$ cat src/logic/slg_regs.svh
// Register offsets, field positions, reset values and timing counts of the PLL lock gate.
// Assumes byte addresses on a 12-bit register port with one 32-bit word per register.
`ifndef SLG_REGS_SVH
`define SLG_REGS_SVH

// Register byte offsets.
`define SLG_OFS_SOFT_RST 12'h000
`define SLG_OFS_CONTROL 12'h004
`define SLG_OFS_ADV_ABILITY 12'h008
`define SLG_OFS_TX_CFG 12'h00c
`define SLG_OFS_RX_CFG 12'h010
`define SLG_OFS_AUX_CFG 12'h014
`define SLG_OFS_STATUS 12'h018
`define SLG_OFS_INT_STAT 12'h01c
`define SLG_OFS_INT_MASK 12'h020
`define SLG_OFS_LOCK_CTL 12'h088

// Field positions.
`define SLG_LOCK_EN_BIT 0
`define SLG_SOFT_RST_BIT 0
`define SLG_STAT_LOCK_BIT 0
`define SLG_STAT_BUSY_BIT 1
`define SLG_STAT_SETTLED_BIT 2
`define SLG_STAT_POWER_BIT 3
`define SLG_EVT_LOCK_UP 0
`define SLG_EVT_LOCK_DOWN 1
`define SLG_EVT_SETTLED 2
`define SLG_EVT_RST_DONE 3

// Reset values and patterns.
`define SLG_RST_WORD 32'h0000_0000
`define SLG_RST_EVT 4'h0
`define SLG_RST_CNT 9'h000
`define SLG_AUX_PWR_PATTERN 32'h0000_000b

// Timing: clock period, regulator settling and reference clock lock cycles.
`define SLG_CNT_W 9
`define SLG_CLK_PERIOD_NS 8
`define SLG_REG_SETTLE_NS 1000
`define SLG_REFCLK_PERIOD_NS 8
`define SLG_REFCLK_LOCK_CYC 200
`define SLG_SETTLE_CYC (((`SLG_REG_SETTLE_NS + `SLG_CLK_PERIOD_NS - 1) / `SLG_CLK_PERIOD_NS) + \
  ((`SLG_REFCLK_LOCK_CYC * `SLG_REFCLK_PERIOD_NS + `SLG_CLK_PERIOD_NS - 1) / `SLG_CLK_PERIOD_NS))
`define SLG_SOFT_RST_CYC 16

`endif

$ cat src/logic/slg_pkg.sv
// Types shared by the PLL lock gate and its synchroniser.
// Assumes the constants of slg_regs.svh for every width and value.
package slg_pkg;

  typedef logic [31:0] slg_word_t;
  typedef logic [11:0] slg_addr_t;
  typedef logic [3:0] slg_evt_t;
  typedef logic [8:0] slg_cnt_t;

  // Power-up tracking of the PLL after the auxiliary register enables it.
  typedef enum logic [1:0] {
    SLG_PWR_OFF,
    SLG_PWR_SETTLE,
    SLG_PWR_READY
  } slg_pwr_e;

  // Whole state of the lock gate.
  typedef struct packed {
    logic lock_en_reg;
    logic soft_busy_reg;
    slg_cnt_t soft_cnt_reg;
    slg_word_t control_reg;
    slg_word_t adv_ability_reg;
    slg_word_t tx_cfg_reg;
    slg_word_t rx_cfg_reg;
    slg_word_t aux_cfg_reg;
    logic power_reg;
    slg_pwr_e pwr_state_reg;
    slg_cnt_t settle_cnt_reg;
    logic lock_prev_reg;
    logic lock_rst_reg;
    slg_evt_t int_stat_reg;
    slg_evt_t int_mask_reg;
    slg_word_t rdata_reg;
    logic irq_reg;
  } slg_state_s;

  // State of the two-flop synchroniser.
  typedef struct packed {
    logic meta_reg;
    logic sync_reg;
  } slg_sync_s;

endpackage

$ cat src/logic/slg_sync.sv
// Two-flop synchroniser for a level arriving from another clock domain.
// Assumes the input may change at any time relative to core_clk.
module slg_sync (
  input wire logic core_clk,
  input wire logic rst,
  input wire logic async_in,
  output logic sync_out
);
  import slg_pkg::*;

  slg_sync_s s_reg;
  slg_sync_s s_next;

  //////////////////////////////////////////////////////////////////////////////
  // The first flop feeds only the second one.
  always_comb begin
    s_next = s_reg;
    s_next.meta_reg = async_in;
    s_next.sync_reg = s_reg.meta_reg;
  end

  // State register, cleared to unlocked on reset.
  always_ff @(posedge core_clk or posedge rst) begin
    if (rst) begin
      s_reg <= '0;
    end else begin
      s_reg <= s_next;
    end
  end

  assign sync_out = s_reg.sync_reg;

endmodule

$ cat src/logic/slg_lock_gate.sv
// SERDES PLL lock gate with the SGMII soft reset and configuration registers.
// Assumes a plain register port on core_clk and a PLL lock level from another domain.
//
// Functional notes
// - Lock control bit 0 is gate enable, resets 0.
// - Lock control bits 31 to 1 read zero.
// - Enable low: lock never resets the SGMII block.
// - Enable high: lost lock resets the SGMII block.
// - Lock status reads one unless gate is enabled.
// - PLL needs regulator settle plus 200 cycles.
// - Auxiliary enable pattern powers the SERDES PLL.
`include "slg_regs.svh"

module slg_lock_gate (
  input wire logic core_clk,
  input wire logic rst,
  input wire slg_pkg::slg_addr_t reg_addr,
  input wire slg_pkg::slg_word_t reg_wdata,
  input wire logic reg_wr,
  input wire logic reg_rd,
  output slg_pkg::slg_word_t reg_rdata,
  input wire logic pll_lock_raw,
  output logic pll_power_en,
  output logic sgmii_soft_rst,
  output logic sgmii_lock_rst,
  output slg_pkg::slg_word_t sgmii_control,
  output slg_pkg::slg_word_t sgmii_adv_ability,
  output slg_pkg::slg_word_t sgmii_tx_cfg,
  output slg_pkg::slg_word_t sgmii_rx_cfg,
  output logic irq
);
  import slg_pkg::*;

  slg_state_s s_reg;
  slg_state_s s_next;
  logic lock_sync;

  //////////////////////////////////////////////////////////////////////////////
  // Helpers.

  // True when a strobe addresses the given register.
  function automatic logic reg_hit(input slg_addr_t addr, input slg_addr_t ofs);
    reg_hit = (addr == ofs);
  endfunction

  // Lock status as software sees it: forced high while the gate is off.
  function automatic logic lock_view(input logic lock_en, input logic lock_now);
    lock_view = lock_en ? lock_now : 1'b1;
  endfunction

  // Read multiplexer; unmapped addresses read zero.
  function automatic slg_word_t read_word(input slg_addr_t addr, input slg_state_s s, input logic lock_now);
    slg_word_t w;
    w = `SLG_RST_WORD;
    if (reg_hit(addr, `SLG_OFS_SOFT_RST)) begin
      w[`SLG_SOFT_RST_BIT] = s.soft_busy_reg;
    end else if (reg_hit(addr, `SLG_OFS_CONTROL)) begin
      w = s.control_reg;
    end else if (reg_hit(addr, `SLG_OFS_ADV_ABILITY)) begin
      w = s.adv_ability_reg;
    end else if (reg_hit(addr, `SLG_OFS_TX_CFG)) begin
      w = s.tx_cfg_reg;
    end else if (reg_hit(addr, `SLG_OFS_RX_CFG)) begin
      w = s.rx_cfg_reg;
    end else if (reg_hit(addr, `SLG_OFS_AUX_CFG)) begin
      w = s.aux_cfg_reg;
    end else if (reg_hit(addr, `SLG_OFS_STATUS)) begin
      w[`SLG_STAT_LOCK_BIT] = lock_view(s.lock_en_reg, lock_now);
      w[`SLG_STAT_BUSY_BIT] = s.soft_busy_reg;
      w[`SLG_STAT_SETTLED_BIT] = (s.pwr_state_reg == SLG_PWR_READY);
      w[`SLG_STAT_POWER_BIT] = s.power_reg;
    end else if (reg_hit(addr, `SLG_OFS_INT_STAT)) begin
      w[3:0] = s.int_stat_reg;
    end else if (reg_hit(addr, `SLG_OFS_INT_MASK)) begin
      w[3:0] = s.int_mask_reg;
    end else if (reg_hit(addr, `SLG_OFS_LOCK_CTL)) begin
      w[`SLG_LOCK_EN_BIT] = s.lock_en_reg;
    end
    read_word = w;
  endfunction

  //////////////////////////////////////////////////////////////////////////////
  // PLL lock crossing into the register clock domain.
  slg_sync u_lock_sync (
    .core_clk(core_clk),
    .rst(rst),
    .async_in(pll_lock_raw),
    .sync_out(lock_sync)
  );

  //////////////////////////////////////////////////////////////////////////////
  // Next-state logic for every register of the block.
  always_comb begin
    slg_evt_t evt;
    slg_evt_t clr;
    logic pwr_on;
    evt = `SLG_RST_EVT;
    clr = `SLG_RST_EVT;
    pwr_on = 1'b0;
    s_next = s_reg;

    // Lock gate enable; upper bits are not stored.
    if (reg_wr && reg_hit(reg_addr, `SLG_OFS_LOCK_CTL)) begin
      s_next.lock_en_reg = reg_wdata[`SLG_LOCK_EN_BIT];
    end

    // Soft reset runs a fixed count, then clears itself and reports done.
    if (s_reg.soft_busy_reg) begin
      if (s_reg.soft_cnt_reg == `SLG_CNT_W'(`SLG_SOFT_RST_CYC - 1)) begin
        s_next.soft_busy_reg = 1'b0;
        s_next.soft_cnt_reg = `SLG_RST_CNT;
        evt[`SLG_EVT_RST_DONE] = 1'b1;
      end else begin
        s_next.soft_cnt_reg = s_reg.soft_cnt_reg + `SLG_CNT_W'(1);
      end
    end else if (reg_wr && reg_hit(reg_addr, `SLG_OFS_SOFT_RST) && reg_wdata[`SLG_SOFT_RST_BIT]) begin
      s_next.soft_busy_reg = 1'b1;
      s_next.soft_cnt_reg = `SLG_RST_CNT;
    end

    // Configuration registers: cleared during soft reset, writable otherwise.
    if (s_reg.soft_busy_reg) begin
      s_next.control_reg = `SLG_RST_WORD;
      s_next.adv_ability_reg = `SLG_RST_WORD;
      s_next.tx_cfg_reg = `SLG_RST_WORD;
      s_next.rx_cfg_reg = `SLG_RST_WORD;
      s_next.aux_cfg_reg = `SLG_RST_WORD;
    end else if (reg_wr) begin
      if (reg_hit(reg_addr, `SLG_OFS_CONTROL)) begin
        s_next.control_reg = reg_wdata;
      end
      if (reg_hit(reg_addr, `SLG_OFS_ADV_ABILITY)) begin
        s_next.adv_ability_reg = reg_wdata;
      end
      if (reg_hit(reg_addr, `SLG_OFS_TX_CFG)) begin
        s_next.tx_cfg_reg = reg_wdata;
      end
      if (reg_hit(reg_addr, `SLG_OFS_RX_CFG)) begin
        s_next.rx_cfg_reg = reg_wdata;
      end
      if (reg_hit(reg_addr, `SLG_OFS_AUX_CFG)) begin
        s_next.aux_cfg_reg = reg_wdata;
      end
    end

    // PLL power follows the auxiliary register holding the enable pattern.
    pwr_on = (s_reg.aux_cfg_reg == `SLG_AUX_PWR_PATTERN);
    s_next.power_reg = pwr_on;

    // Power-up tracking: regulator settling plus reference cycles to lock.
    unique case (s_reg.pwr_state_reg)
      SLG_PWR_OFF: begin
        s_next.settle_cnt_reg = `SLG_RST_CNT;
        if (pwr_on) begin
          s_next.pwr_state_reg = SLG_PWR_SETTLE;
        end
      end
      SLG_PWR_SETTLE: begin
        if (!pwr_on) begin
          s_next.pwr_state_reg = SLG_PWR_OFF;
          s_next.settle_cnt_reg = `SLG_RST_CNT;
        end else if (s_reg.settle_cnt_reg == `SLG_CNT_W'(`SLG_SETTLE_CYC - 1)) begin
          s_next.pwr_state_reg = SLG_PWR_READY;
          evt[`SLG_EVT_SETTLED] = 1'b1;
        end else begin
          s_next.settle_cnt_reg = s_reg.settle_cnt_reg + `SLG_CNT_W'(1);
        end
      end
      SLG_PWR_READY: begin
        if (!pwr_on) begin
          s_next.pwr_state_reg = SLG_PWR_OFF;
          s_next.settle_cnt_reg = `SLG_RST_CNT;
        end
      end
    endcase

    // Lock edges count as events only while the gate is enabled.
    s_next.lock_prev_reg = lock_sync;
    if (s_reg.lock_en_reg && lock_sync && !s_reg.lock_prev_reg) begin
      evt[`SLG_EVT_LOCK_UP] = 1'b1;
    end
    if (s_reg.lock_en_reg && !lock_sync && s_reg.lock_prev_reg) begin
      evt[`SLG_EVT_LOCK_DOWN] = 1'b1;
    end

    // The lock function may reset the SGMII block only through the gate.
    s_next.lock_rst_reg = s_reg.lock_en_reg && !lock_sync;

    // Sticky events: write one to clear, a new event wins over the clear.
    if (reg_wr && reg_hit(reg_addr, `SLG_OFS_INT_STAT)) begin
      clr = reg_wdata[3:0];
    end
    s_next.int_stat_reg = (s_reg.int_stat_reg & ~clr) | evt;
    if (reg_wr && reg_hit(reg_addr, `SLG_OFS_INT_MASK)) begin
      s_next.int_mask_reg = reg_wdata[3:0];
    end
    s_next.irq_reg = |(s_next.int_stat_reg & s_next.int_mask_reg);

    // Read data stand only in the cycle after the read strobe.
    if (reg_rd) begin
      s_next.rdata_reg = read_word(reg_addr, s_reg, lock_sync);
    end else begin
      s_next.rdata_reg = `SLG_RST_WORD;
    end
  end

  //////////////////////////////////////////////////////////////////////////////
  // State register; everything clears on reset, so the gate starts disabled.
  always_ff @(posedge core_clk or posedge rst) begin
    if (rst) begin
      s_reg <= '0;
    end else begin
      s_reg <= s_next;
    end
  end

  //////////////////////////////////////////////////////////////////////////////
  // Outputs, each taken straight from the state register.
  assign reg_rdata = s_reg.rdata_reg;
  assign pll_power_en = s_reg.power_reg;
  assign sgmii_soft_rst = s_reg.soft_busy_reg;
  assign sgmii_lock_rst = s_reg.lock_rst_reg;
  assign sgmii_control = s_reg.control_reg;
  assign sgmii_adv_ability = s_reg.adv_ability_reg;
  assign sgmii_tx_cfg = s_reg.tx_cfg_reg;
  assign sgmii_rx_cfg = s_reg.rx_cfg_reg;
  assign irq = s_reg.irq_reg;

endmodule

$ cat config.mk
export PLATFORM = sky130hd
export DESIGN_NAME = slg_lock_gate
export DESIGN_NICKNAME = d
export VERILOG_FILES = /design/src/logic/slg_pkg.sv /design/src/logic/slg_sync.sv /design/src/logic/slg_lock_gate.sv
export VERILOG_INCLUDE_DIRS = /design/src /design/src/logic
export SDC_FILE = /design/constraint.sdc
export NUM_CORES = 1
export LEC_CHECK = 0
export BUFFER_PORTS_ARGS = -buffer_cell sky130_fd_sc_hd__buf_2
export CAP_MARGIN = 0
export CORE_ASPECT_RATIO = 1.2
export CORE_MARGIN = 3
export CORE_UTILIZATION = 51
export DETAILED_ROUTE_END_ITERATION = 6
export GPL_ROUTABILITY_DRIVEN = 0
export GPL_TIMING_DRIVEN = 0
export PLACE_DENSITY_LB_ADDON = 0.2
export SLEW_MARGIN = 20
export SYNTH_ARGS = -nofsm -noshare
export SYNTH_HDL_FRONTEND = slang
export SYNTH_HIERARCHICAL = 1
export SYNTH_SLANG_ARGS = --single-unit
$ cat constraint.sdc
create_clock -name core_clk -period 7.4 [get_ports core_clk]
set_clock_uncertainty 0.15 [all_clocks]
set_input_delay 1.11 -clock core_clk [delete_from_list [all_inputs] [get_ports core_clk]]
set_output_delay 1.11 -clock core_clk [all_outputs]
set_load 0.05 [all_outputs]
==> impl_metrics.json, run 1 <==
{
  "fin_crit_ns": 3.84,
  "p_seq_share_pct": 48.7,
  "routed_wl_mm": 34.7,
  "critPathLaunchType": "input pin",
  "wire_per_inst_microns": 19.4,
  "cts_made_buffers": 23,
  "tns_ns": 0,
  "netlist_area_sq_um": 11300,
  "relSlewSlack_pct": 39.9,
  "route.detailed.drc": 0,
  "tritoncts": "built",
  "synth_top_family_by_area": "simple AND/OR/NAND/NOR gates",
  "synth_compound_area_share_pct": 16.3,
  "critPathMaxFanout": 10,
  "grt_max_degree": 34,
  "dp_slack_ns": 3.28,
  "synth_area_leader_cell": "dfrtp_1",
  "ctsResizeCount": 0,
  "io_buffers": 211,
  "hp-start": "u_lock_sync/s_next[0]",
  "cts_sinks": 228,
  "crit_start": "reg_addr[9]",
  "layout_setup_ws_ns": 3.56,
  "ys_seq_elements": 228,
  "rows": 59,
  "fillCellCount": 1855,
  "yosysUniqueCellTypes": 53,
  "hold_class": "reg2reg",
  "power.internal_uw": 2010,
  "yosys.area_share.simple_pct": 16.7,
  "synth_edf_count": 0,
  "start_util_pct": 52.1,
  "drtPass1Iterations": 6,
  "hpwl_mm": 24.7,
  "area_delta_synth_final_pct": 20.6,
  "finalSetupViolCount": 0,
  "tightest_slew_ns": 0.902,
  "p_leak_uw": 0.00679,
  "period_share_pct": 51.9,
  "fin_nets": 1554,
  "cts_root_buf": "clkbuf_16",
  "clkPwrFrac_pct": 46.8,
  "grt_usage_pct": 28.4,
  "dieArea_sq_um": 24000,
  "worst_r2r_startpoint": "s_reg[68]",
  "viasPerCell": 5.66,
  "synthXorXnorAreaFrac_pct": 0.543,
  "drtAntennaViolNets": 0,
  "holdWs_ns": 0.199,
  "power.density_nw_per_um2": 190,
  "drive_above_1_share_pct": 30.2,
  "synth-main-ff-cell": "dfrtp_1",
  "syn_area_per_cell_sq_um": 9.00,
  "drtIter0Drc": 1070,
  "grt_pass1_vias": 9914,
  "die_h_microns": 169,
  "max_freq_ghz": 0.261,
  "crit_type": "in2reg",
  "core_sq_um": 21700,
  "critPathRequiredTime_ns": 7.67,
  "status": "finished clean",
  "peakVddDrop_mv": 0.146,
  "p_total_uw": 2590,
  "hold_buffers": 0,
  "synthArstFlopShare_pct": 100,
  "synthMuxAreaShare_pct": 1.09,
  "largest_reg_flops": 62,
  "grt_pass1_wl_mm": 54.0,
  "vias": 10100,
  "p_comb_share_pct": 4.5,
  "p_sw_share_pct": 22.4,
  "rrSetupSlack_ns": 4.87,
  "rsz0062_at_grt": "false",
  "grt_antenna_before_repair": 2,
  "htreeDepth": 1,
  "clock_latency_ns": 0.51,
  "p_sw_uw": 579,
  "slew_viol_final": 0,
  "synthTopCellsByArea": "dfrtp_1, nand2_1, buf_4",
  "overflow": 0,
  "postCtsSetupRepairBufs": 0,
  "clk_pin_slew_worst_paths_ns": 0.06,
  "maxCapViolations": 0,
  "synth_adder_area_share_pct": 0.664,
  "netlist.area_leader.share_pct": 50.5,
  "cp.arrival_ns": 4.11,
  "clockBufferDepth": 3,
  "io_pins": 213,
  "syn_inst": 1256,
  "yosysWarnings": 6,
  "cp-end-kind": "flip-flop",
  "hold_viol_final": 0,
  "synthesis.nets": 1311,
  "ys_seq_area_share_pct": 50.5,
  "die_w_microns": 142
}
## cell families after synthesis
family	Yosys count
AO/OA/AOI/OAI	305
XOR/XNOR	7
adder cells (fa/ha/maj)	6
buffers and inverters	256
flip-flops	228
multiplexers	11
AND/OR/NAND/NOR	443
## critical path: stages
cell and delay, ns:
buf_2 0.11, nor4_1 0.55, nand3_1 0.23, nor2_1 0.28
clkbuf_1 0.66, clkbuf_1 0.70, a222oi_1 0.25, a21oi_1 0.21
## cell usage after synthesis (2+ instances only)
cell	instances
o21ai_1	3
o21ai_0	18
a222oi_1	28
a21o_1	3
nor3_1	6
and3_1	8
a21oi_1	196
a221oi_1	2
a221o_1	2
o31ai_1	2
o22ai_1	2
a22oi_1	28
dfrtp_1	228
xnor2_1	6
nand2b_1	6
and2_1	4
ha_1	6
buf_4	163
nor2b_1	7
a22o_1	6
nand4_1	7
nand3_1	8
or4_4	2
mux2_2	10
nor4_1	10
buf_2	22
clkbuf_1	58
nand2_1	351
o211ai_1	2
a32oi_1	4
inv_1	12
a32o_1	3
nor2_1	22
nor4bb_1	2
## power groups by stage
stage / clock network, uW / registers (uW) / logic (uW)
floorplan: 0 / 1280 / 59.9
global placement: 0 / 1290 / 106
detailed placement: 0 / 1290 / 117
CTS: 1220 / 1260 / 117
global route: 1260 / 1260 / 128
finish: 1210 / 1260 / 117
## per-stage QoR
| step | utilization (%) | area (sq um) | std cells |
|---|---|---|---|
| final | 62.8 | 13600 | 1788 |
| after global placement | 58.5 | 12700 | 1741 |
| after CTS | 62.8 | 13600 | 1787 |
| after floorplan | - | 11300 | 1256 |
| after detailed placement | 59.2 | 12900 | 1748 |
| after global routing | 62.8 | 13600 | 1788 |
## cell usage in the layout (no fill, tap or decap), types with 8 or more instances in the layout
cell | synthesis | routed
buf_4 | 163 | 163
clkbuf_16 | 0 | 23
buf_2 | 22 | 233
clkbuf_1 | 58 | 61
a21oi_1 | 196 | 196
inv_1 | 12 | 11
a222oi_1 | 28 | 28
nand3_1 | 8 | 8
nor4_1 | 10 | 10
nand2_1 | 351 | 351
a22oi_1 | 28 | 28
and3_1 | 8 | 8
o21ai_0 | 18 | 18
dfrtp_1 | 228 | 228
nor2_1 | 22 | 22
mux2_2 | 10 | 10
## final timing paths
kind,to,depth (start not counted)
setup reg to reg,s_reg[43],6
setup / recovery,reg_rdata[4],8
hold reg to reg,u_lock_sync/sync_out,0
max in group asynchronous,reg_rdata[11],5
hold / removal,u_lock_sync/sync_out,0
min in group asynchronous,u_lock_sync/s_next[0],2
## cell type report
type	count	area (sq um)	share of cell area, %
flip-flops and latches	228	5710	41.9
plain buffers	244	1560	11.4
diodes	1	2.50	0.0184
clock inverters	8	118	0.863
clock buffers	31	656	4.81
repair buffers	218	1200	8.83
multi-input cells	772	4000	29.3
well taps	274	343	2.52
inverters	12	48.8	0.358
## layer usage
metal	wire, microns	track usage, %
met1	13700	37.3
met3	2990	5.09
met4	1430	12.4
met5	13	0
met2	16600	46.2
No activity file was read; power rests on OpenSTA's default activity.
==> inputs of run 2 (changes only) <==
--- a/config.mk
+++ b/config.mk
@@ -6,6 +6,7 @@
 export SDC_FILE = /design/constraint.sdc
 export NUM_CORES = 1
 export LEC_CHECK = 0
+export ABC_AREA = 1
 export BUFFER_PORTS_ARGS = -buffer_cell sky130_fd_sc_hd__buf_2
 export CAP_MARGIN = 0
 export CORE_ASPECT_RATIO = 1.2
==> constraint.sdc (replaced) <==
create_clock -name core_clk -period 3.2 [get_ports core_clk]
set_clock_uncertainty 0.15 [all_clocks]
set_input_delay 0.48 -clock core_clk [delete_from_list [all_inputs] [get_ports core_clk]]
set_output_delay 0.48 -clock core_clk [all_outputs]
set_load 0.05 [all_outputs]
==> impl_metrics.json, run 2 <==
{
  "slew_viol_final": 0,
  "drtPass1Iterations": 7,
  "rows": 58,
  "crit_start": "sgmii_soft_rst",
  "hp-start": "reg_rd",
  "crit_type": "reg2reg",
  "wire_per_inst_microns": 18.7,
  "ys_top_cells_by_count": "nand2_1, dfrtp_1, o21ai_0",
  "finalSetupViolCount": 0,
  "cp.arrival_ns": 2.74,
  "drive_above_1_share_pct": 31.2,
  "critPathMaxFanout": 10,
  "route.detailed.drc": 5,
  "holdWs_ns": 0.0850,
  "largest_reg_flops": 62,
  "worst_r2r_startpoint": "sgmii_soft_rst",
  "die_h_microns": 168,
  "die_w_microns": 141,
  "maxCapViolations": 0,
  "rsz0062_at_grt": "false",
  "critPathRequiredTime_ns": 3.44,
  "relSlewSlack_pct": 51.5,
  "synthTopCellsByArea": "dfrtp_1, buf_4, nand2_1",
  "tightest_slew_ns": 0.728,
  "hold_viol_final": 0,
  "htreeDepth": 1,
  "start_util_pct": 52.6,
  "grt_usage_pct": 28.5,
  "antenna_cells": 0,
  "io_pins": 213,
  "cts_sinks": 228,
  "grt_pass1_wl_mm": 53.6,
  "area_delta_synth_final_pct": 21.0,
  "synthArstFlopShare_pct": 100,
  "viasPerCell": 5.51,
  "dieArea_sq_um": 23800,
  "syn_inst": 1288,
  "hpwl_mm": 24.1,
  "netlist_area_sq_um": 11200,
  "layout_setup_ws_ns": 0.702,
  "violations": "DRC",
  "clk_pin_slew_worst_paths_ns": 0.07,
  "synth_most_common_cell": "nand2_1",
  "drtAntennaViolNets": 0,
  "synth_area_leader_cell": "dfrtp_1",
  "cts_root_buf": "clkbuf_16",
  "peakVddDrop_mv": 0.338,
  "hold_class": "in2reg",
  "tns_ns": 0,
  "fillCellCount": 1865,
  "yosysWarnings": 6,
  "fin_crit_ns": 2.50,
  "synth_edf_count": 0,
  "drtIter0Drc": 974,
  "vias": 10000,
  "layout_commonest_cell": "nand2_1",
  "power.density_nw_per_um2": 438,
  "cts_made_buffers": 23,
  "grt_pass1_vias": 9886,
  "period_share_pct": 78.1,
  "overflow": 0,
  "cp-end-kind": "flip-flop",
  "netlist.area_leader.share_pct": 51.0,
  "p_leak_uw": 0.00708,
  "io_buffers": 211,
  "max_freq_ghz": 0.400,
  "core_sq_um": 21300,
  "p_total_uw": 5930,
  "dp_slack_ns": 0.630,
  "routed_wl_mm": 34.1,
  "fin_nets": 1588,
  "yosysUniqueCellTypes": 38,
  "ys_seq_area_share_pct": 51.0,
  "tritoncts": "built",
  "final_cell_mix": "nand2_1, buf_2, dfrtp_1",
  "grt_max_degree": 35,
  "ys_seq_elements": 228,
  "grt_antenna_before_repair": 0,
  "clockBufferDepth": 3,
  "status": "finished with violations",
  "clock_latency_ns": 0.51,
  "synthesis.nets": 1343,
  "syn_area_per_cell_sq_um": 8.69,
  "synth-main-ff-cell": "dfrtp_1",
  "critPathLaunchType": "flip-flop"
}
[run 2: cell types whose count changed after synthesis, sizes merged, moves of 11 or more]
cell	delta
inv	+44
o21ai	+196
a31oi	+28
a21oi	-177
clkbuf	-30
a22oi	-28
a222oi	-28
nand3	+58
nand2	-33
nor4	-11
nor2	+35
[run 2: per-stage QoR]
| step | util, % | cells | cell area (sq um) |
|---|---|---|---|
| finish | 63.7 | 1819 | 13500 |
| global route | 63.7 | 1819 | 13500 |
| CTS | 63.7 | 1819 | 13500 |
| detailed placement | 59.9 | 1776 | 12700 |
| global placement | 59.2 | 1769 | 12600 |
| floorplan | - | 1288 | 11200 |
[run 2: path summary, 6_finish.rpt]
path	to	slack (ns)	depth (start not counted)
worst max-delay path	sgmii_rx_cfg[21]	0.70	5
worst min-delay path	reg_rdata[0]	0.09	3
worst max register to register	sgmii_rx_cfg[21]	0.70	5
worst min register to register	u_lock_sync/sync_out	0.20	0
max in group asynchronous	sgmii_rx_cfg[18]	1.21	7
min in group asynchronous	u_lock_sync/sync_out	0.24	3
[run 2: cell families (layout without fill, tap and decap cells)]
family          count (synthesis)  after routing  synth area share [%]
flops                         228            228                  51.0
compound gates                286            286                  14.0
xor+xnor                        4              4                 0.313
simple gates                  484            484                  18.3
buf+inv                       280            541                  15.7
fa+ha+maj                       6              6                 0.671
[run 2: per-layer routing]
layer	track usage [%]	up-vias	share of wire (%)
met3	3.75	70	7.6
met2	48.6	525	49
met5	0	-	0
li1	-	4599	-
met4	10.3	0	3.4
met1	37.3	4821	40
[run 2: power by group]
part           switching (uW)  leakage, uW  total [uW]  internal (uW)
sequential               1.36      0.00316        2890           2880
clock                    1150     0.000383        2840           1690
combinational             145      0.00354         204           58.8
total                    1300      0.00708        5930           4640
[run 2: cell type report]
type / count / area (sq um) / area share (%)
well taps: 270 / 338 / 2.50
clock buffers: 29 / 618 / 4.57
multi-input cells: 780 / 3730 / 27.5
repair buffers: 220 / 1220 / 9.04
inverters: 56 / 216 / 1.60
flip-flops and latches: 228 / 5710 / 42.1
plain buffers: 224 / 1540 / 11.4
clock inverters: 12 / 165 / 1.22
[run 2: critical path: stages, from the launching register on]
cell and delay (ns):
dfrtp_1 0.45, inv_1 0.14, clkbuf_1 0.52, clkbuf_1 0.53
nand2_1 0.28, o21ai_0 0.32
[run 2: repair_timing]
| action | 4_1_cts | 5_1_grt |
|---|---|---|
| resized for setup | 0 | 0 |
| hold buffers | 2 | 0 |
| endpoints found under the hold margin | 30 | 0 |
| setup buffers | 0 | 0 |
| endpoints found under the setup margin | 0 | 0 |
==> inputs of run 3 (changes only) <==
==> constraint.sdc (replaced) <==
create_clock -name core_clk -period 2.1 [get_ports core_clk]
set_clock_uncertainty 0.15 [all_clocks]
set_input_delay 0.315 -clock core_clk [delete_from_list [all_inputs] [get_ports core_clk]]
set_output_delay 0.315 -clock core_clk [all_outputs]
set_load 0.05 [all_outputs]
==> impl_metrics.json, run 3 (same netlist as run 2, synthesis figures left out) <==
{
  "p_leak_uw": 0.00711,
  "viasPerCell": 5.46,
  "finalSetupViolCount": 0,
  "dieArea_sq_um": 23800,
  "io_buffers": 211,
  "wire_per_inst_microns": 18.7,
  "largest_reg_flops": 62,
  "maxCapViolations": 0,
  "fin_nets": 1590,
  "crit_start": "sgmii_soft_rst",
  "grt_max_degree": 35,
  "critPathMaxFanout": 10,
  "io_pins": 213,
  "htreeDepth": 1,
  "max_freq_ghz": 0.478,
  "grt_pass1_wl_mm": 53.6,
  "drtIter0Drc": 971,
  "crit_path_top_delay_cell": "clkbuf_1",
  "layout_commonest_cell": "nand2_1",
  "final_cell_mix": "nand2_1, buf_2, dfrtp_1",
  "rsz0062_at_grt": "true",
  "cp-end-kind": "flip-flop",
  "power.density_nw_per_um2": 664,
  "peakVddDrop_mv": 0.525,
  "die_h_microns": 168,
  "core_sq_um": 21300,
  "vias": 9947,
  "cts_root_buf": "clkbuf_16",
  "antenna_cells": 0,
  "period_share_pct": 99.7,
  "cts_made_buffers": 23,
  "drive_above_1_share_pct": 31.9,
  "hp-start": "reg_wdata[7]",
  "tritoncts": "built",
  "crit_type": "reg2reg",
  "tightest_slew_ns": 0.712,
  "crit_family": "buffers and inverters",
  "status": "finished clean",
  "route.detailed.drc": 0,
  "grt_antenna_before_repair": 0,
  "overflow": 0,
  "fin_crit_ns": 2.09,
  "area_delta_synth_final_pct": 21.8,
  "hold_class": "in2reg",
  "rows": 58,
  "hold_viol_final": 0,
  "worstPathCellList": "buf_2, a21oi_4, clkbuf_1, o21ai_0",
  "p_total_uw": 9050,
  "critPathLaunchType": "flip-flop",
  "critPathRequiredTime_ns": 2.29,
  "cp.arrival_ns": 2.29,
  "drtPass1Iterations": 6,
  "relSlewSlack_pct": 52.6,
  "start_util_pct": 52.6,
  "clk_pin_slew_worst_paths_ns": 0.06,
  "max_stage_delay_ns": 0.48,
  "hpwl_mm": 24.1,
  "path_buf_inv": 2,
  "slew_viol_final": 0,
  "final_util_pct": 64.1,
  "cts_sinks": 228,
  "die_w_microns": 141,
  "clock_latency_ns": 0.52,
  "grt_pass1_vias": 9895,
  "drtAntennaViolNets": 0,
  "routed_wl_mm": 34.0,
  "grt_usage_pct": 28.5,
  "worst_r2r_startpoint": "sgmii_soft_rst",
  "clockBufferDepth": 3
}
==> run 3: area by class of cell <==
| type | count | area (sq um) |
|---|---|---|
| Fill cell | 1852 | 7640 |
| Tap cell | 270 | 338 |
| Buffer | 223 | 1550 |
| Clock inverter | 12 | 165 |
| Multi-Input combinational cell | 780 | 3770 |
| Timing Repair Buffer | 223 | 1260 |
| Clock buffer | 29 | 618 |
| Sequential cell | 228 | 5710 |
| Inverter | 56 | 220 |
==> run 3: worst min-delay path: stages <==
cell,delay [ns]
buf_2,0.09
nand2_1,0.13
o21ai_1,0.09
==> run 3: final timing paths <==
check | to | slack [ns] | depth (start not counted)
worst max-delay path | sgmii_rx_cfg[21] | 0.007 | 4
worst min-delay path | sgmii_adv_ability[7] | 0.006 | 3
worst max register to register | sgmii_rx_cfg[21] | 0.007 | 4
worst min register to register | u_lock_sync/sync_out | 0.20 | 0
max in group asynchronous | sgmii_rx_cfg[18] | 0.29 | 7
min in group asynchronous | u_lock_sync/sync_out | 0.08 | 3
==> run 3: per-stage QoR <==
step / hold slack, ns / TNS [ns] / std cells / setup WS (ns) / cell area (sq um)
after floorplan: -0.0938 / -297.64 / 1288 / -1.32 / 11200
after global placement: 0.0452 / -628.20 / 1769 / -2.70 / 12600
after detailed placement: 0.0499 / -31.28 / 1776 / -0.333 / 12700
after CTS: 0.00512 / 0 / 1820 / 0.0186 / 13600
after global routing: 0.0164 / -0.0527 / 1821 / -0.0243 / 13600
final: 0.00598 / 0 / 1821 / 0.00726 / 13600
==> run 3: metal layers <==
metal | global-route usage, % | vias to the layer above | share of wire [%]
met5 | 0 | - | 0
met4 | 10.4 | 0 | 3.5
met3 | 3.81 | 76 | 7.3
met2 | 48.6 | 467 | 49
met1 | 37.2 | 4805 | 40
li1 | - | 4599 | -
==> run 3: what timing repair did <==
item / in CTS / in global routing
setup endpoints to repair: 135 / 71
endpoints found under the hold margin: 32 / 0
hold buffers: 4 / 0
pin swaps: 0 / 2
gates resized for setup: 3 / 14
buffers inserted: 0 / 1
==> run 3: report_power, final <==
part           internal [uW]  switching (uW)
clock network           2580            1760
logic                   92.0             221
registers               4400            2.04
